File: src/core/thermal_client_regs.svh
// constants for the thermal status client: address, commands, codes, timing
// assumes a 200 MHz core clock and a host that sets the bit time per frame
`ifndef THERMAL_CLIENT_REGS_SVH
`define THERMAL_CLIENT_REGS_SVH

// ==========================================================
// link addressing and commands
`define CLIENT_ADDR        8'h30
`define CMD_READ_TEMP      8'h01
`define CMD_READ_THRESHOLD 8'h02
`define FRAME_BITS         5'h10
`define LAST_TX_BIT        5'h0F

// ==========================================================
// reply codes and temperature limits
`define ERR_SENSOR         16'h8000
`define ERR_UNDERFLOW      16'h8002
`define THRESHOLD_MAX      8'h1E
`define ACTIVATION_TEMP    8'h64

// ==========================================================
// timing: slowest bit rate in bits per second and derived cycle count
`define CLK_HZ             200000000
`define MIN_RATE_BPS       2000
`define MAX_BIT_CYCLES     (`CLK_HZ / `MIN_RATE_BPS)

`endif

File: src/core/thermal_client_pkg.sv
// types for the thermal status client
// assumes nothing beyond the constants header
package thermal_client_pkg;

    // ======================================================
    // link sequencer states, one-hot
    typedef enum logic [4:0] {
        ST_IDLE = 5'h01,
        ST_REF  = 5'h02,
        ST_RX   = 5'h04,
        ST_TX   = 5'h08,
        ST_DONE = 5'h10
    } link_state_t;

    typedef logic [15:0] reading_t;

endpackage

File: src/core/thermal_status_client.sv
// thermal status client: single-wire reply path, reading and threshold logic
// assumes sensor inputs come from logic on ref_clk_i; the wire comes from a pin
//
// Notes on behaviour
// - answer only frames addressed to 30h
// - link silent after reset until firmware enables
// - reading counts below activation point toward zero
// - control circuit active at count zero while the sensor is valid and fault-free
// - 8000h on sensor failure, 8002h on underflow
// - readings flagged invalid before and during reset
// - every addressed request gets an answer when enabled
// - threshold unsigned, reading negative, same format
// - threshold calibrated per part, readable by software
// - threshold held within 00h to 1Eh
// - overheat indicator asserted at maximum temperature
`include "thermal_client_regs.svh"

module thermal_status_client #(
    parameter int unsigned MAX_BIT_CYCLES = `MAX_BIT_CYCLES
) (
    input  wire logic                      ref_clk_i,
    input  wire logic                      reset_i,
    input  wire logic                      wire_i,
    input  wire logic                      link_enable_i,
    input  wire logic                      sensor_valid_i,
    input  wire logic                      sensor_fault_i,
    input  wire logic                      sensor_underflow_i,
    input  wire logic [7:0]                die_temp_i,
    input  wire logic [7:0]                calib_fuse_i,
    output logic                           wire_o,
    output logic                           wire_oe_o,
    output logic                           overheat_indicator_o,
    output logic                           thermal_control_circuit_o,
    output logic [7:0]                     fan_control_threshold_o,
    output logic                           data_valid_o,
    output thermal_client_pkg::reading_t   last_reply_o
);
    import thermal_client_pkg::*;

    // ======================================================
    // wire input synchroniser and filter
    logic        sync1;
    logic        sync2;
    logic        sync3;
    logic        line;
    logic        line_q;
    logic        rise;
    logic        fall;

    always_ff @(posedge ref_clk_i) begin
        if (reset_i) begin
            sync1 <= 1'b0;
            sync2 <= 1'b0;
            sync3 <= 1'b0;
        end else begin
            sync1 <= wire_i;
            sync2 <= sync1;
            sync3 <= sync2;
        end
    end

    always_ff @(posedge ref_clk_i) begin
        if (reset_i) begin
            line   <= 1'b0;
            line_q <= 1'b0;
        end else begin
            if (sync2 == sync3) begin
                line <= sync3;
            end
            line_q <= line;
        end
    end

    assign rise = line & ~line_q;
    assign fall = ~line & line_q;

    // ======================================================
    // firmware enable
    logic        en;

    always_ff @(posedge ref_clk_i) begin
        if (reset_i) begin
            en <= 1'b0;
        end else begin
            en <= link_enable_i;
        end
    end

    // ======================================================
    // reading path
    logic [7:0]  delta;
    logic        valid_q;
    logic        fault_q;
    logic        under_q;
    reading_t    temp_word;
    reading_t    thr_word;
    reading_t    reply;

    always_ff @(posedge ref_clk_i) begin
        if (reset_i) begin
            delta   <= 8'h00;
            valid_q <= 1'b0;
            fault_q <= 1'b0;
            under_q <= 1'b0;
        end else begin
            delta   <= (die_temp_i < `ACTIVATION_TEMP) ?
                       (`ACTIVATION_TEMP - die_temp_i) : 8'h00;
            valid_q <= sensor_valid_i;
            fault_q <= sensor_fault_i;
            under_q <= sensor_underflow_i;
        end
    end

    always_ff @(posedge ref_clk_i) begin
        if (reset_i) begin
            thermal_control_circuit_o <= 1'b0;
            overheat_indicator_o      <= 1'b0;
            data_valid_o              <= 1'b0;
        end else begin
            thermal_control_circuit_o <= valid_q & ~fault_q & (delta == 8'h00);
            overheat_indicator_o      <= valid_q & ~fault_q & (delta == 8'h00);
            data_valid_o              <= valid_q & ~fault_q & ~under_q;
        end
    end

    // reading sent as a negative offset, threshold as unsigned
    assign temp_word = 16'h0000 - {8'h00, delta};
    assign thr_word  = {8'h00, fan_control_threshold_o};

    // ======================================================
    // calibrated threshold, caught after reset release
    logic        caught;

    always_ff @(posedge ref_clk_i) begin
        if (reset_i) begin
            caught                  <= 1'b0;
            fan_control_threshold_o <= 8'h00;
        end else if (!caught) begin
            caught                  <= 1'b1;
            fan_control_threshold_o <= (calib_fuse_i > `THRESHOLD_MAX) ?
                                       `THRESHOLD_MAX : calib_fuse_i;
        end
    end

    // ======================================================
    // link sequencer
    link_state_t state;
    logic [19:0] cnt;
    logic [19:0] ref_w;
    logic [15:0] rx_shift;
    logic [15:0] tx_shift;
    logic [4:0]  bit_cnt;
    logic [19:0] half_w;
    logic [19:0] period_w;
    logic [19:0] hi_w;
    logic [19:0] timeout_w;
    logic [19:0] next_cnt;
    logic        frame_done;
    logic        addr_ok;

    assign half_w     = {1'b0, ref_w[19:1]};
    assign period_w   = {ref_w[18:0], 1'b0};
    assign hi_w       = tx_shift[15] ? (ref_w + half_w) : half_w;
    assign timeout_w  = {ref_w[17:0], 2'b00};
    assign next_cnt   = (cnt == period_w - 20'h00001) ? 20'h00000 : cnt + 20'h00001;
    assign frame_done = (state == ST_RX) && (bit_cnt == `FRAME_BITS);
    assign addr_ok    = (rx_shift[15:8] == `CLIENT_ADDR);

    always_comb begin
        if (fault_q || !valid_q) begin
            reply = `ERR_SENSOR;
        end else if (under_q) begin
            reply = `ERR_UNDERFLOW;
        end else if (rx_shift[7:0] == `CMD_READ_TEMP) begin
            reply = temp_word;
        end else if (rx_shift[7:0] == `CMD_READ_THRESHOLD) begin
            reply = thr_word;
        end else begin
            reply = `ERR_SENSOR;
        end
    end

    always_ff @(posedge ref_clk_i) begin
        if (reset_i) begin
            state        <= ST_IDLE;
            cnt          <= 20'h00000;
            ref_w        <= 20'h00000;
            rx_shift     <= 16'h0000;
            tx_shift     <= 16'h0000;
            bit_cnt      <= 5'h00;
            wire_o       <= 1'b0;
            wire_oe_o    <= 1'b0;
            last_reply_o <= 16'h0000;
        end else begin
            case (state)
                ST_IDLE: begin
                    wire_o    <= 1'b0;
                    wire_oe_o <= 1'b0;
                    if (rise) begin
                        state <= ST_REF;
                        cnt   <= 20'h00001;
                    end
                end
                ST_REF: begin
                    if (fall) begin
                        ref_w   <= cnt;
                        cnt     <= 20'h00000;
                        bit_cnt <= 5'h00;
                        state   <= ST_RX;
                    end else if (cnt >= MAX_BIT_CYCLES[19:0]) begin
                        state <= ST_IDLE;
                    end else begin
                        cnt <= cnt + 20'h00001;
                    end
                end
                ST_RX: begin
                    if (frame_done) begin
                        cnt     <= 20'h00000;
                        bit_cnt <= 5'h00;
                        if (addr_ok && en) begin
                            state        <= ST_TX;
                            tx_shift     <= reply;
                            last_reply_o <= reply;
                            wire_o       <= 1'b1;
                            wire_oe_o    <= 1'b1;
                        end else begin
                            state <= ST_IDLE;
                        end
                    end else if (fall) begin
                        rx_shift <= {rx_shift[14:0], (cnt > half_w)};
                        bit_cnt  <= bit_cnt + 5'h01;
                        cnt      <= 20'h00000;
                    end else if (rise) begin
                        cnt <= 20'h00001;
                    end else if (cnt > timeout_w) begin
                        state <= ST_IDLE;
                    end else begin
                        cnt <= cnt + 20'h00001;
                    end
                end
                ST_TX: begin
                    cnt <= next_cnt;
                    if (next_cnt == 20'h00000) begin
                        tx_shift <= {tx_shift[14:0], 1'b0};
                        bit_cnt  <= bit_cnt + 5'h01;
                        if (bit_cnt == `LAST_TX_BIT) begin
                            state     <= ST_DONE;
                            wire_o    <= 1'b0;
                            wire_oe_o <= 1'b0;
                        end else begin
                            wire_o <= 1'b1;
                        end
                    end else begin
                        wire_o <= (next_cnt < hi_w);
                    end
                end
                ST_DONE: begin
                    if (rise) begin
                        cnt <= 20'h00000;
                    end else if (cnt >= period_w) begin
                        state <= ST_IDLE;
                    end else begin
                        cnt <= cnt + 20'h00001;
                    end
                end
                default: begin
                    state     <= ST_IDLE;
                    wire_o    <= 1'b0;
                    wire_oe_o <= 1'b0;
                end
            endcase
        end
    end

    // ======================================================
    // assertions
    a_quiet_after_reset: assert property (@(posedge ref_clk_i)
        reset_i |=> (state == ST_IDLE) && !wire_oe_o && !data_valid_o)
        else $error("link not quiet after reset");

    a_disabled_silent: assert property (@(posedge ref_clk_i) disable iff (reset_i)
        (frame_done && !en) |=> (state == ST_IDLE) && !wire_oe_o)
        else $error("answered while disabled");

    a_foreign_addr: assert property (@(posedge ref_clk_i) disable iff (reset_i)
        (frame_done && (rx_shift[15:8] != `CLIENT_ADDR)) |=> !wire_oe_o)
        else $error("answered a foreign address");

    a_answer_all: assert property (@(posedge ref_clk_i) disable iff (reset_i)
        (frame_done && addr_ok && en) |=> (state == ST_TX) && wire_oe_o && wire_o
        && (last_reply_o == $past(reply)))
        else $error("addressed request not answered");

    a_count_down: assert property (@(posedge ref_clk_i) disable iff (reset_i)
        (die_temp_i < `ACTIVATION_TEMP) |=> (delta == `ACTIVATION_TEMP - $past(die_temp_i)))
        else $error("relative count wrong");

    a_ctrl_at_zero: assert property (@(posedge ref_clk_i) disable iff (reset_i)
        (valid_q && !fault_q) |=> (thermal_control_circuit_o == ($past(delta) == 8'h00)))
        else $error("control circuit not tied to zero count");

    a_overheat_ctrl: assert property (@(posedge ref_clk_i) disable iff (reset_i)
        overheat_indicator_o == thermal_control_circuit_o)
        else $error("overheat indicator disagrees");

    a_error_codes: assert property (@(posedge ref_clk_i) disable iff (reset_i)
        (frame_done && addr_ok && en && valid_q && !fault_q && under_q)
        |=> (last_reply_o == `ERR_UNDERFLOW))
        else $error("underflow code missing");

    a_error_only: assert property (@(posedge ref_clk_i) disable iff (reset_i)
        (frame_done && addr_ok && en && fault_q) |=> (tx_shift == `ERR_SENSOR))
        else $error("fault reply not the error code");

    a_thr_range: assert property (@(posedge ref_clk_i) disable iff (reset_i)
        fan_control_threshold_o <= `THRESHOLD_MAX)
        else $error("threshold out of range");

    a_thr_hold: assert property (@(posedge ref_clk_i) disable iff (reset_i)
        (caught && $past(caught)) |-> $stable(fan_control_threshold_o))
        else $error("threshold changed after capture");

    c_answered: cover property (@(posedge ref_clk_i) disable iff (reset_i)
        (state == ST_TX) ##1 (state == ST_DONE));
    c_fault_reply: cover property (@(posedge ref_clk_i) disable iff (reset_i)
        frame_done && addr_ok && en && fault_q);
    c_ctrl_on: cover property (@(posedge ref_clk_i) disable iff (reset_i)
        $rose(thermal_control_circuit_o));
    c_foreign: cover property (@(posedge ref_clk_i) disable iff (reset_i)
        frame_done && !addr_ok);

endmodule

File: config.mk
export PLATFORM = sky130hd
export DESIGN_NAME = thermal_status_client
export DESIGN_NICKNAME = d
export VERILOG_FILES = /design/src/core/thermal_client_pkg.sv /design/src/core/thermal_status_client.sv
export VERILOG_INCLUDE_DIRS = /design/src /design/src/core
export SDC_FILE = /design/constraint.sdc
export NUM_CORES = 1
export LEC_CHECK = 0
export ABC_AREA = 1
export BUFFER_PORTS_ARGS = -buffer_cell sky130_fd_sc_hd__buf_2
export CAP_MARGIN = 20
export CORE_MARGIN = 3
export CORE_UTILIZATION = 60
export CTS_CLUSTER_DIAMETER = 150
export DETAILED_ROUTE_END_ITERATION = 12
export GPL_ROUTABILITY_DRIVEN = 0
export PLACE_DENSITY = 0.77
export SYNTH_ARGS = -nofsm -noshare
export SYNTH_HDL_FRONTEND = slang
export SYNTH_SLANG_ARGS = --single-unit
File: constraint.sdc
create_clock -name ref_clk_i -period 5.2 [get_ports ref_clk_i]
set_clock_uncertainty 0.1 [all_clocks]
set_input_delay 0.26 -clock ref_clk_i [delete_from_list [all_inputs] [get_ports ref_clk_i]]
set_output_delay 0.26 -clock ref_clk_i [all_outputs]
set_load 0.005 [all_outputs]
==> metrics.yaml <==
floorplan.die.height_um: 133.0
cts_buffer_depth: 2
first_iter_violations: 711
route.final.wire_length_um: 27190
holdPathStages: 4
maxClockFrequency_mhz: 213.3
fillers: 1363
clock-sinks: 122
place_ws_ns: 0.5259
placement_rows: 45
totalPowerFinal_mw: 2.627
vias_in_the_first_global_route: 9266
post-place-cells: 1674
worst-slew-pin-transition_ns: 0.8193
syn-instance-count: 1451
grt_pass1_wl_um: 44870
finalHoldViolCount: 0
worst_slack_ns: 0.5110
seq_power_share: 0.377
cp-end-kind: "register"
p_leak_nw: 5.360
numCtsBuffers: 17
p_switching_mw: 0.7474
stdcell_count: 1716
max-vdd-ir-drop_mv: 0.2792
gr-usage-met3: 0.05095
power_frac_clock: 0.479
io-pin-count: 52
finalCriticalPeriod_ns: 4.689
internal-power_mw: 1.880
slowest_delay_ns: 0.45
die_width_um: 133.0
critical-path-top-cell-by-count: "nand2_1"
worstSkewPairLatency_ns: 0.42
layout_cells_sized_above_1: 0.08638
die_area_sq_um: 17700
rr_worst_depth: 27
detailed_place.area_sq_um: 10030
timing.critical_path.required_ns: 5.37
run_status: "complete, no violations"
flow.area_growth_from_synthesis_pct: 11.10
synth-seq-cells: 122
gr-usage-met1: 0.3836
post_drt_via_cell_ratio: 5.683
worstPathArrival_ns: 4.85
grt_start_max_net_pins: 44
pwr_density_cell_nw_per_um2: 244.2
swShare: 0.2845
number_of_buffers_added_on_ports: 51
wl_per_cell_um: 15.84
core_sq_um: 15480
grt_remaining_overflow: 0
number_of_synthesized_flops_with_an_enable_pin: 0
antennaDiodeCount: 0
dr.pass1.iters: 5
power.combinational.fraction: 0.144
grtUsageMet2: 0.5245
cp_max_fo: 6
yosysSeqAreaShare: 0.2523
cap_viol_max_count: 0
synth-async-reset-ratio: 0
syn_area_sq_um: 9682
gr-usage-all-layers: 0.3090
finalSetupViolCount: 0
synth_nets: 1597
totalNegativeSetupSlack_ns: 0
drc: 0
crit_buf_inv: 2
final_nets: 1638
num_vias: 9752
yosys_warnings: 0
antenna_found_initial: 0
post-route-cell-area_sq_um: 10760
path_class: "reg -> reg"
final_cycle_share: 0.9017
rsz0062_at_grt: "no"
htree_levels: 4
worst_setup_path_start_kind: "register"
yosysUniqueCellTypes: 50
critPathTopFamily: "compound AO/OA/AOI/OAI gates"
ant_nets: 0
timing.critical_path.slowest_stage_cell: "dfxtp_1"
clock_tree_from_tritoncts: "built"
slew_viol_final: 0
place.detailed.hpwl_um: 20480
hold_path_class: "in -> reg"
initial_core_util: 0.6253
synthFlopType: "dfxtp_1"
clkSlewWorstSetupHoldPaths_ns: 0.06
globalRoute.busiestLayer: "met2"
cts_root_buffer: "clkbuf_16"
synthesis.area_per_instance_sq_um: 6.672
timing.max_slew.rel_slack: 0.4518
critical_path_cell_count: 27
## logic make-up after synthesis
| kind of cell | Yosys count | share of synthesized area |
|---|---|---|
| simple gates | 584 | 0.2621 |
| compound gates | 344 | 0.1910 |
| buf+inv | 236 | 0.09744 |
| fa+ha+maj | 123 | 0.1597 |
| flops | 122 | 0.2523 |
| xor+xnor | 41 | 0.03709 |
| other cells | 1 | 0.0003873 |
## worst reg2reg max path: stages (launching register included)
cell and delay [ns]:
dfxtp_1 0.45, inv_1 0.19, ha_1 0.42, nand3_1 0.10, nand2_1 0.13, inv_1 0.05
nor2_1 0.08, nor2_1 0.07, o21ai_0 0.30, a21oi_1 0.17, o21ai_1 0.24, a21boi_0 0.17
o21ai_0 0.28, nand2_1 0.11, nand2_1 0.08, nand2_1 0.05, nand3_1 0.06, o21ai_0 0.09
ha_1 0.32, nand2_1 0.06, nor2_1 0.16, nand2_1 0.08, o41ai_1 0.42, nand2_1 0.10
nand3_1 0.09, nand2_1 0.05, nand2_1 0.06, a21oi_1 0.06
## power groups by stage
stage	logic [mW]	clock network [mW]	registers (mW)
after floorplan	0.277	0	0.998
after global placement	0.359	0	1.01
after detailed placement	0.363	0	1.01
after CTS	0.371	1.27	0.990
after global routing	0.425	1.31	0.993
final	0.378	1.26	0.991
## Yosys cell counts, types with 2 or more instances
| library cell | number | area [sq um] |
|---|---|---|
| or2_2 | 3 | 18.77 |
| buf_4 | 8 | 60.06 |
| inv_2 | 8 | 30.03 |
| nor3_1 | 21 | 105.1 |
| o211ai_1 | 11 | 82.58 |
| nand2_1 | 266 | 998.5 |
| o21a_1 | 4 | 30.03 |
| a21oi_1 | 144 | 720.7 |
| xnor2_1 | 9 | 78.83 |
| nor2_1 | 160 | 600.6 |
| xor2_1 | 32 | 280.3 |
| nand3_1 | 68 | 340.3 |
| a21o_1 | 2 | 15.01 |
| a21oi_2 | 2 | 17.52 |
| o31ai_1 | 3 | 22.52 |
| nand3_2 | 2 | 20.02 |
| nor2_2 | 4 | 25.02 |
| o2111ai_1 | 5 | 43.79 |
| inv_1 | 182 | 683.2 |
| nand2_2 | 9 | 56.30 |
| a211oi_1 | 4 | 30.03 |
| nand3b_1 | 3 | 22.52 |
| dfxtp_1 | 122 | 2442 |
| o21ai_1 | 17 | 85.08 |
| ha_1 | 122 | 1526 |
| nor2_4 | 6 | 67.56 |
| o21ai_2 | 2 | 17.52 |
| o21ai_0 | 136 | 680.7 |
| clkbuf_1 | 29 | 108.9 |
| a21boi_0 | 3 | 22.52 |
| a31oi_1 | 4 | 25.02 |
| nor3b_1 | 3 | 22.52 |
| buf_6 | 3 | 33.78 |
| buf_2 | 4 | 20.02 |
| nand4_1 | 30 | 187.7 |
| nor4_1 | 6 | 37.54 |
## final timing paths
path,endpoint,slack (ns),start
hold reg to reg,sync2$_SDFF_PP0_,0.31,sync1$_SDFF_PP0_
setup / recovery,wire_o$_SDFFE_PP0P_,0.51,ref_w[2]$_SDFFE_PP0P_
setup reg to reg,wire_o$_SDFFE_PP0P_,0.51,ref_w[2]$_SDFFE_PP0P_
hold / removal,delta[4]$_SDFF_PP0_,0.02,die_temp_i[7]
## final cells by class
| type | instances | area (sq um) | share of cell area |
|---|---|---|---|
| repair buffers | 67 | 397.9 | 0.03699 |
| well taps | 211 | 264.0 | 0.02454 |
| clock inverters | 11 | 160.2 | 0.01489 |
| multi-input cells | 1093 | 6305 | 0.5861 |
| flip-flops and latches | 122 | 2442 | 0.2271 |
| inverters | 191 | 716.9 | 0.06665 |
| clock buffers | 21 | 470.5 | 0.04374 |
## layer usage
| metal | vias up | part of all wire |
|---|---|---|
| met5 | - | 0 |
| met3 | 76 | 0.067 |
| met1 | 4396 | 0.42 |
| met4 | 0 | 0.043 |
| li1 | 4911 | - |
| met2 | 369 | 0.47 |
## flip-flops by register name (all words and copies together) (netlist names), 5 cells and up
register and count:
tx_shift 16, bit_cnt 5, delta 8, state 5
rx_shift 16, last_reply_o 10, ref_w 20, fan_control_threshold_o 8
cnt 20
## timing repair
item | CTS | global route
setup buffers | 0 | 0
resized for setup | 0 | 1
endpoints found under the hold margin | 9 | 0
hold buffers | 9 | 0
setup endpoints to repair | 0 | 1
## through the flow
step	util	hold slack [ns]
after floorplan	-	0.2670
after global placement	0.6477	0.2981
after detailed placement	0.6477	0.3004
after CTS	0.6942	0.006851
after global routing	0.6947	0.01980
final	0.6947	0.02405
## cells in the final DEF (no fill, tap or decap), drive strengths merged, types with 7 or more instances in the layout
| cell | synthesis | layout |
|---|---|---|
| nor4 | 7 | 7 |
| o211ai | 11 | 11 |
| clkbuf | 29 | 21 |
| nand2 | 275 | 275 |
| nor2 | 170 | 170 |
| o21ai | 155 | 155 |
| nand4 | 30 | 30 |
| xnor2 | 9 | 9 |
| a21oi | 146 | 146 |
| ha | 122 | 122 |
| inv | 190 | 192 |
| nand3 | 70 | 70 |
| dlygate4sd3 | 0 | 9 |
| buf | 16 | 58 |
| nor3 | 22 | 22 |
| xor2 | 32 | 32 |
| dfxtp | 122 | 122 |
Note: power is estimated with default switching activity, not from simulation.
